`config.mk`:
```
export PLATFORM = sky130hd
export DESIGN_NAME = prc_cfg_regs
export DESIGN_NICKNAME = d
export VERILOG_FILES = /design/src/logic/prc_pkg.sv /design/src/logic/prc_cfg_regs.sv /design/src/logic/prc_rom_fetch.sv
export VERILOG_INCLUDE_DIRS = /design/src /design/src/logic
export SDC_FILE = /design/constraint.sdc
export NUM_CORES = 1
export LEC_CHECK = 0
export BUFFER_PORTS_ARGS = -buffer_cell sky130_fd_sc_hd__buf_4
export CAP_MARGIN = 5
export CORE_ASPECT_RATIO = 0.75
export CORE_MARGIN = 5
export CORE_UTILIZATION = 50
export DETAILED_ROUTE_END_ITERATION = 10
export GPL_TIMING_DRIVEN = 0
export PLACE_DENSITY = 0.75
export RECOVER_POWER = 50
export SETUP_SLACK_MARGIN = 0.15
export SLEW_MARGIN = 10
export SYNTH_ARGS = -nofsm -noshare
export SYNTH_HDL_FRONTEND = slang
export SYNTH_SLANG_ARGS = --single-unit
```
`constraint.sdc`:
```
create_clock -name clock_in -period 2.8 [get_ports clock_in]
set_input_delay 0.14 -clock clock_in [delete_from_list [all_inputs] [get_ports clock_in]]
set_output_delay 0.14 -clock clock_in [all_outputs]
set_load 0.05 [all_outputs]
```
`src/logic/prc_cfg.svh`:
```
// offsets, field positions, reset values and counts for the config block
`ifndef PRC_CFG_SVH
`define PRC_CFG_SVH

// ---------------------------------------------------------------------
// configuration byte offsets of the words in this range
// ---------------------------------------------------------------------
`define PRC_OFS_SUBSYS      8'h2c
`define PRC_OFS_ROMBASE     8'h30
`define PRC_OFS_CAPPTR      8'h34
`define PRC_OFS_RSVD        8'h38

// ---------------------------------------------------------------------
// field positions
// ---------------------------------------------------------------------
`define PRC_PROD_MSB        31
`define PRC_PROD_LSB        16
`define PRC_MAKER_MSB       15
`define PRC_MAKER_LSB       0
`define PRC_ROMBASE_MSB     31
`define PRC_ROMBASE_LSB     22
`define PRC_ROMDEC_BIT      0
`define PRC_IMAGE_MSB       15
`define PRC_CAP_MSB         7

// ---------------------------------------------------------------------
// reset values and fixed answers
// ---------------------------------------------------------------------
`define PRC_ID_RESET        32'h0000_0000
`define PRC_ROMBASE_RESET   10'h000
`define PRC_ROMDEC_RESET    1'b0
`define PRC_CAP_FIRST       8'h44
`define PRC_ZERO_WORD       32'h0000_0000

// ---------------------------------------------------------------------
// boot rom identity fetch
// ---------------------------------------------------------------------
`define PRC_ROM_ID_FIRST    8'h54
`define PRC_ROM_ID_LAST_IDX 2'h3

`endif

```
`src/logic/prc_pkg.sv`:
```
// types shared by the config block files
package prc_pkg;

   // ------------------------------------------------------------------
   // fetch sequencer states, gray coded along the path
   // ------------------------------------------------------------------
   typedef enum logic [1:0] {
      PRC_ST_IDLE = 2'h0,
      PRC_ST_REQ  = 2'h1,
      PRC_ST_WAIT = 2'h3,
      PRC_ST_DONE = 2'h2
   } prc_fetch_e;

   typedef logic [31:0] prc_word_t;
   typedef logic [7:0]  prc_byte_t;

endpackage

```
`src/logic/prc_cfg_regs.sv`:
```
// config words 0x2c to 0x3b: identity, expansion rom base, cap pointer
//
// Contract
// RL1: identity word at 0x2c, product high, maker low, read-only there.
// RL2: straps taken at reset pick rom load or config-space write source.
// RL3: rom mode fetches identity bytes from rom addresses 0x54 to 0x57.
// RL4: other mode: host writes 0x40-0x43, value shows in read-only word.
// RL5: rom base bits 31:22 writable, placing window on 4 MB boundary.
// RL6: rom base bits 21:11 read zero and ignore writes.
// RL7: rom base bit 0 is writable decode enable, reset 0.
// RL8: claim rom accesses only with memory space and decode enable set.
// RL9: 64 KB image sits at the lowest addresses of the window.
// RL10: agp strap: cap pointer reads 0x44 in bits 7:0, upper zero.
// RL11: no agp strap: cap pointer reads all zero.
// RL12: word 0x38 to 0x3b reads zero and ignores writes.
// RL13: maker field written at 0x40 appears at read-only 0x2c.
// RL14: writes to read-only bits complete normally, reserved bits read zero.
`timescale 1ns/1ps
`default_nettype none
`include "prc_cfg.svh"

module prc_cfg_regs (
   input  wire logic          clock_in,
   input  wire logic          reset_n_in,
   // straps, levels from the neighbouring rom pin logic
   input  wire logic          strap_rom_id_in,
   input  wire logic          strap_agp_in,
   // configuration access from the host bridge decoder
   input  wire logic          cfg_req_in,
   input  wire logic          cfg_write_in,
   input  wire prc_pkg::prc_byte_t cfg_addr_in,
   input  wire logic [3:0]    cfg_be_in,
   input  wire prc_pkg::prc_word_t cfg_wdata_in,
   output prc_pkg::prc_word_t cfg_rdata_out,
   output logic               cfg_ack_out,
   // writes to the alias word at 0x40, from neighbouring logic
   input  wire logic          alias_wr_in,
   input  wire logic [3:0]    alias_be_in,
   input  wire prc_pkg::prc_word_t alias_data_in,
   // command register memory space enable
   input  wire logic          mem_space_en_in,
   // memory cycle address for rom window decode
   input  wire logic          mem_req_in,
   input  wire prc_pkg::prc_word_t mem_addr_in,
   output logic               rom_claim_out,
   output logic               rom_in_image_out,
   output logic [15:0]        rom_offset_out,
   // boot rom byte port for the identity fetch
   output logic               rom_rd_out,
   output prc_pkg::prc_byte_t rom_addr_out,
   input  wire logic          rom_ack_in,
   input  wire prc_pkg::prc_byte_t rom_data_in,
   // identity word valid
   output logic               id_ready_out
);
   import prc_pkg::*;

   // ------------------------------------------------------------------
   // strap capture
   // ------------------------------------------------------------------
   logic live_r;
   logic live_nxt;
   logic strap_rom_r;
   logic strap_rom_nxt;
   logic strap_agp_r;
   logic strap_agp_nxt;
   logic go_r;
   logic go_nxt;

   // ------------------------------------------------------------------
   // identity word and fetch hand-off
   // ------------------------------------------------------------------
   prc_word_t id_word_r;
   prc_word_t id_word_nxt;
   logic      loaded_r;
   logic      loaded_nxt;
   logic      ready_r;
   logic      ready_nxt;
   prc_word_t fetch_word;
   logic      fetch_done;

   // ------------------------------------------------------------------
   // expansion rom base
   // ------------------------------------------------------------------
   logic [9:0] rombase_r;
   logic [9:0] rombase_nxt;
   logic       romdec_r;
   logic       romdec_nxt;

   // ------------------------------------------------------------------
   // config answer and rom decode outputs
   // ------------------------------------------------------------------
   prc_word_t   rdata_r;
   prc_word_t   rdata_nxt;
   logic        ack_r;
   logic        ack_nxt;
   logic        claim_r;
   logic        claim_nxt;
   logic        image_r;
   logic        image_nxt;
   logic [15:0] offset_r;
   logic [15:0] offset_nxt;

   logic        take;
   prc_byte_t   word_addr;
   prc_word_t   read_mux;

   // ------------------------------------------------------------------
   // identity fetch sequencer
   // ------------------------------------------------------------------
   prc_rom_fetch u_fetch (
      .clock_in    (clock_in),
      .reset_n_in  (reset_n_in),
      .start_in    (go_r),
      .rom_ack_in  (rom_ack_in),
      .rom_data_in (rom_data_in),
      .rom_rd_out  (rom_rd_out),
      .rom_addr_out(rom_addr_out),
      .word_out    (fetch_word),
      .done_out    (fetch_done)
   );

   // ------------------------------------------------------------------
   // straps caught on the first edge after reset release
   // ------------------------------------------------------------------
   always_comb begin
      live_nxt      = live_r;
      strap_rom_nxt = strap_rom_r;
      strap_agp_nxt = strap_agp_r;
      go_nxt        = 1'b0;
      // RL2: latch source strap
      if (!live_r) begin
         live_nxt      = 1'b1;
         strap_rom_nxt = strap_rom_id_in;
         strap_agp_nxt = strap_agp_in;
         go_nxt        = strap_rom_id_in;
      end
   end

   always_ff @(posedge clock_in) begin
      if (!reset_n_in) begin
         live_r      <= 1'b0;
         strap_rom_r <= 1'b0;
         strap_agp_r <= 1'b0;
         go_r        <= 1'b0;
      end else begin
         live_r      <= live_nxt;
         strap_rom_r <= strap_rom_nxt;
         strap_agp_r <= strap_agp_nxt;
         go_r        <= go_nxt;
      end
   end

   // ------------------------------------------------------------------
   // identity word: rom load once, alias bytes afterwards
   // ------------------------------------------------------------------
   always_comb begin
      id_word_nxt = id_word_r;
      loaded_nxt  = loaded_r;
      ready_nxt   = ready_r;
      // RL3: load fetched word
      if (fetch_done && !loaded_r) begin
         id_word_nxt = fetch_word;
         loaded_nxt  = 1'b1;
      end
      // RL4: alias write reflected
      // RL13: maker field aliased
      if (alias_wr_in) begin
         for (int b = 0; b < 4; b++) begin
            if (alias_be_in[b]) begin
               id_word_nxt[b*8 +: 8] = alias_data_in[b*8 +: 8];
            end
         end
      end
      // RL2: source decides readiness
      if (live_r) begin
         ready_nxt = !strap_rom_r || fetch_done;
      end
   end

   always_ff @(posedge clock_in) begin
      if (!reset_n_in) begin
         id_word_r <= `PRC_ID_RESET;
         loaded_r  <= 1'b0;
         ready_r   <= 1'b0;
      end else begin
         id_word_r <= id_word_nxt;
         loaded_r  <= loaded_nxt;
         ready_r   <= ready_nxt;
      end
   end

   // ------------------------------------------------------------------
   // config access decode and read mux
   // ------------------------------------------------------------------
   assign take      = cfg_req_in && !ack_r && ready_r;
   assign word_addr = {cfg_addr_in[7:2], 2'b00};

   always_comb begin
      read_mux = `PRC_ZERO_WORD;
      case (word_addr)
         // RL1: identity word read-only
         `PRC_OFS_SUBSYS: begin
            read_mux = id_word_r;
         end
         // RL6: low base bits zero
         `PRC_OFS_ROMBASE: begin
            read_mux[`PRC_ROMBASE_MSB:`PRC_ROMBASE_LSB] = rombase_r;
            read_mux[`PRC_ROMDEC_BIT] = romdec_r;
         end
         // RL10: agp pointer value
         // RL11: zero without agp
         `PRC_OFS_CAPPTR: begin
            if (strap_agp_r) begin
               read_mux[`PRC_CAP_MSB:0] = `PRC_CAP_FIRST;
            end
         end
         // RL12: reserved word zero
         `PRC_OFS_RSVD: begin
            read_mux = `PRC_ZERO_WORD;
         end
         default: begin
            read_mux = `PRC_ZERO_WORD;
         end
      endcase
   end

   // ------------------------------------------------------------------
   // expansion rom base writes and config answer
   // ------------------------------------------------------------------
   always_comb begin
      rombase_nxt = rombase_r;
      romdec_nxt  = romdec_r;
      rdata_nxt   = rdata_r;
      ack_nxt     = 1'b0;
      if (take) begin
         // RL14: every access completes
         ack_nxt   = 1'b1;
         rdata_nxt = cfg_write_in ? `PRC_ZERO_WORD : read_mux;
         if (cfg_write_in && word_addr == `PRC_OFS_ROMBASE) begin
            // RL5: upper base bits
            if (cfg_be_in[3]) begin
               rombase_nxt[9:2] = cfg_wdata_in[31:24];
            end
            if (cfg_be_in[2]) begin
               rombase_nxt[1:0] = cfg_wdata_in[23:22];
            end
            // RL7: decode enable bit
            if (cfg_be_in[0]) begin
               romdec_nxt = cfg_wdata_in[`PRC_ROMDEC_BIT];
            end
         end
      end
   end

   always_ff @(posedge clock_in) begin
      if (!reset_n_in) begin
         rombase_r <= `PRC_ROMBASE_RESET;
         romdec_r  <= `PRC_ROMDEC_RESET;
         rdata_r   <= `PRC_ZERO_WORD;
         ack_r     <= 1'b0;
      end else begin
         rombase_r <= rombase_nxt;
         romdec_r  <= romdec_nxt;
         rdata_r   <= rdata_nxt;
         ack_r     <= ack_nxt;
      end
   end

   // ------------------------------------------------------------------
   // rom window decode for memory cycles
   // ------------------------------------------------------------------
   always_comb begin
      claim_nxt  = 1'b0;
      image_nxt  = 1'b0;
      offset_nxt = 16'h0000;
      // RL8: both enables needed
      if (mem_req_in && mem_space_en_in && romdec_r &&
          mem_addr_in[`PRC_ROMBASE_MSB:`PRC_ROMBASE_LSB] == rombase_r) begin
         claim_nxt  = 1'b1;
         // RL9: image at window bottom
         image_nxt  = mem_addr_in[21:16] == 6'h00;
         offset_nxt = mem_addr_in[`PRC_IMAGE_MSB:0];
      end
   end

   always_ff @(posedge clock_in) begin
      if (!reset_n_in) begin
         claim_r  <= 1'b0;
         image_r  <= 1'b0;
         offset_r <= 16'h0000;
      end else begin
         claim_r  <= claim_nxt;
         image_r  <= image_nxt;
         offset_r <= offset_nxt;
      end
   end

   // ------------------------------------------------------------------
   // outputs, all from flip-flops
   // ------------------------------------------------------------------
   assign cfg_rdata_out    = rdata_r;
   assign cfg_ack_out      = ack_r;
   assign rom_claim_out    = claim_r;
   assign rom_in_image_out = image_r;
   assign rom_offset_out   = offset_r;
   assign id_ready_out     = ready_r;

endmodule
`default_nettype wire

```
`src/logic/prc_rom_fetch.sv`:
```
// sequencer that reads the four identity bytes from the boot rom
`timescale 1ns/1ps
`default_nettype none
`include "prc_cfg.svh"

module prc_rom_fetch (
   input  wire logic          clock_in,
   input  wire logic          reset_n_in,
   input  wire logic          start_in,
   input  wire logic          rom_ack_in,
   input  wire prc_pkg::prc_byte_t rom_data_in,
   output logic               rom_rd_out,
   output prc_pkg::prc_byte_t rom_addr_out,
   output prc_pkg::prc_word_t word_out,
   output logic               done_out
);
   import prc_pkg::*;

   prc_fetch_e st_r;
   prc_fetch_e st_nxt;
   logic [1:0] idx_r;
   logic [1:0] idx_nxt;
   prc_word_t  word_r;
   prc_word_t  word_nxt;
   logic       rd_r;
   logic       rd_nxt;
   prc_byte_t  addr_r;
   prc_byte_t  addr_nxt;
   logic       done_r;
   logic       done_nxt;

   // ------------------------------------------------------------------
   // next state: one byte per request, lowest address to lowest lane
   // ------------------------------------------------------------------
   always_comb begin
      st_nxt   = st_r;
      idx_nxt  = idx_r;
      word_nxt = word_r;
      rd_nxt   = rd_r;
      addr_nxt = addr_r;
      done_nxt = done_r;
      case (st_r)
         PRC_ST_IDLE: begin
            if (start_in) begin
               idx_nxt = 2'h0;
               st_nxt  = PRC_ST_REQ;
            end
         end
         // RL3: rom byte address
         PRC_ST_REQ: begin
            rd_nxt   = 1'b1;
            addr_nxt = `PRC_ROM_ID_FIRST + {6'h00, idx_r};
            st_nxt   = PRC_ST_WAIT;
         end
         // RL3: gather identity bytes
         PRC_ST_WAIT: begin
            if (rom_ack_in) begin
               rd_nxt = 1'b0;
               word_nxt[{idx_r, 3'b000} +: 8] = rom_data_in;
               if (idx_r == `PRC_ROM_ID_LAST_IDX) begin
                  done_nxt = 1'b1;
                  st_nxt   = PRC_ST_DONE;
               end else begin
                  idx_nxt = idx_r + 2'h1;
                  st_nxt  = PRC_ST_REQ;
               end
            end
         end
         PRC_ST_DONE: begin
            st_nxt = PRC_ST_DONE; // one fetch per reset
         end
         default: begin
            st_nxt = PRC_ST_IDLE;
         end
      endcase
   end

   // ------------------------------------------------------------------
   // state registers
   // ------------------------------------------------------------------
   always_ff @(posedge clock_in) begin
      if (!reset_n_in) begin
         st_r   <= PRC_ST_IDLE;
         idx_r  <= 2'h0;
         word_r <= `PRC_ID_RESET;
         rd_r   <= 1'b0;
         addr_r <= 8'h00;
         done_r <= 1'b0;
      end else begin
         st_r   <= st_nxt;
         idx_r  <= idx_nxt;
         word_r <= word_nxt;
         rd_r   <= rd_nxt;
         addr_r <= addr_nxt;
         done_r <= done_nxt;
      end
   end

   assign rom_rd_out   = rd_r;
   assign rom_addr_out = addr_r;
   assign word_out     = word_r;
   assign done_out     = done_r;

endmodule
`default_nettype wire

```
==> out/results.ini <==
[pwr]
pwr-share-clk_pct=50.3
p_int_mw=3.942
comb_power_share_pct=8.6
ir_drop_mv=0.4748
leakage_nw=3.335
p_sw_share_pct=22.18
p_per_area_mw_per_mm2=636.8
fin_total_pwr_mw=5.065
seqPwrFrac_pct=41.2
p_switching_mw=1.123

[cells_and_area]
n_antenna_cell=0
utilization_pct=69.51
drive_gt1_share_pct=20.40
syn_to_final_growth_pct=38.17
nets=966
nFillCells=886

[clock_network]
htree_levels=4
cts-root-buf=clkbuf_16
cts_buffer_depth=2
insertion_delay_ps=410
cts_sinks=141
clk_pin_slew_ps=60
numCtsBuffers=17
cts_tree=yes
postCtsSetupBuffers=0

[grt]
grt_max_degree=17
antenna_found_initial=0
grt.overflow.total=0
track_usage_pct=24.54
grt_pass1_wl_um=26840
grt_pass1_vias=5306

[worst_setup_path]
critPathArrivalTime_ps=2800
cp_slowest_cell=nor3b_2
end_kind=register
reg2reg_from=u_fetch.idx_r[0]
cp_max_fo=9
crit_type=reg2reg
slowest_delay_ps=530
cp_cell_sequence=clkbuf_1 -> inv_1 -> ha_1 -> nor3b_2 -> nand3_1 -> a21oi_1
cp-startpoint=u_fetch.idx_r[0]
critPathRequiredTime_ps=3140
start_kind=register

[timing]
finalHoldViolCount=0
timing.fmax_mhz=407.3
slew_viol_final=0
tns_ps=0
fin_crit_sh_pct=87.69
period_needed_ps=2455
worst_slew_pin_slew_ps=744.0
rsz0062_at_grt=false
relSlewSlack_pct=49.94
setup_viol=0
finClkSkew_ps=5.616

[die]
rows=34
fp.dieW_um=133.9
ios=191
die_area_sq_mm=0.01378
initial_core_util_pct=50.31
die_h_um=102.9
core-area_sq_mm=0.01144

[route]
wl_um=17550
route.detailed.wl_per_inst_um=17.78
drc=0
final_antenna_net_count=0
viasPerCell=5.485
num_vias=5414
dr.pass1.iters=6
drt_iter0_drc=404

[run_status]
outcome=complete, no violations

[min_path]
holdCritPathClass=in2reg
min_from=alias_data_in[15]

[synth]
ys_top_cells_by_count=141 x dfxtp_1, 63 x nand2_1, 47 x mux2i_1, 47 x nor2_1, 44 x nand3_1
synth_cell_types=44
syn_area_sq_mm=0.005757
syn_area_per_cell_sq_um=9.391
synth_edf_count=0
synth_area_leader_cell=dfxtp_1
yosysMostFrequentCell=dfxtp_1
synth_area_leaders=dfxtp_1 49%, mux2i_1 8.2%, a211oi_1 4.2%
ys_ff_latch=141
synth_top_area_share_pct=49.03
synthArstFlopShare_pct=0
ys_warn_count=0
synthCells=613
synthFlopType=dfxtp_1
yosysSeqAreaShare_pct=49.03

[placed_design]
gp_congestion=0.8871
portBuffers=163
hpwlAfterDp_um=12410

[run]
drv_cap=0

==> cell usage in the layout (no fill, tap or decap), types with 7 or more instances in the layout <==
cell	n
a211oi_1	32
o211ai_2	10
inv_1	31
buf_4	109
mux2i_1	47
buf_2	7
clkbuf_16	17
xnor2_1	7
clkbuf_1	92
nand4_1	21
a22o_1	19
nand2_1	63
dlygate4sd3_1	33
nor4_2	9
dfxtp_1	141
nor2_1	47
a21oi_1	36
nor4_1	10
nand3_1	44
==> power groups by stage <==
| stage | combinational (mW) | clock [mW] | sequential [mW] |
|---|---|---|---|
| floorplan | 0.188 | 0 | 2.14 |
| global placement | 0.385 | 0 | 2.13 |
| detailed placement | 0.394 | 0 | 2.13 |
| CTS | 0.434 | 2.55 | 2.09 |
| global route | 0.464 | 2.66 | 2.09 |
| finish | 0.433 | 2.55 | 2.09 |
==> worst max-delay path: cells and delay by family, from the launching register on <==
kind                     cells  cell delay, ps
AO/OA/AOI/OAI                1             170
flip-flops                   1             390
buffers and inverters        2             610
AND/OR/NAND/NOR              2             700
adder cells (fa/ha/maj)      1             510
==> registers in the layout, summed over array words and instances, names as in the netlist, 2 cells and up <==
signal	flops
u_fetch.idx_r	2
cfg_rdata_out	32
u_fetch.st_r	2
rombase_r	10
id_word_r	32
u_fetch.word_out	32
rom_offset_out	16
u_fetch.rom_addr_out	3
==> cell families after synthesis <==
group	count (synthesis)	share of synthesized area, %
AOI/OAI and AO/OA	104	13.28
xor gates and xnor gates	10	1.522
adders and majority gates	6	1.304
buffers and inverters	79	5.912
DFF	141	49.03
muxes	47	8.172
other	1	0.06514
and+or+nand+nor	225	20.71
==> repair_timing <==
action	in CTS	in global routing
resized for setup	0	3
hold endpoints to repair	31	0
hold buffers	33	0
setup endpoints to repair	0	17
==> worst paths after layout <==
check / endpoint / slack, ps / cells after the start
setup / recovery: u_fetch.word_out[23] / 340 / 6
setup reg to reg: u_fetch.word_out[23] / 340 / 6
hold / removal: id_word_r[15] / 20 / 3
hold reg to reg: loaded_r / 450 / 2
==> stage by stage <==
| stage | hold WS (ps) | instance area, sq um | worst slack (ps) | instances |
|---|---|---|---|---|
| 2_1_floorplan | 167.7 | 5764 | 829.3 | 615 |
| 4_1_cts | 12.27 | 8162 | 182.5 | 987 |
| 3_5_place_dp | 305.8 | 7168 | 301.2 | 922 |
| 6_report | 22.64 | 7954 | 344.7 | 987 |
| 5_1_grt | 14.53 | 7954 | 186.7 | 987 |
| 3_3_place_gp | 301.8 | 7168 | 413.6 | 922 |
==> area by class of cell <==
cell class                      instances  area (sq um)  share of cell area, %
Inverter                               31         116.4                  1.463
Timing Repair Buffer                  196          1333                  16.75
Clock inverter                         12         216.5                  2.721
Tap cell                              144         180.2                  2.265
Sequential cell                       141          2823                  35.49
Buffer                                 48         222.7                  2.800
Multi-Input combinational cell        395          2616                  32.89
Clock buffer                           20         446.7                  5.616
==> routing by layer <==
metal	part of all wire, %	vias to the layer above	GRT usage, %
li1	-	2618	-
met1	43	2584	31.38
met2	48	180	41.29
met3	6.6	32	6.000
met4	1.9	0	8.221
met5	0	-	0
Power figures use the tool's default switching activity.
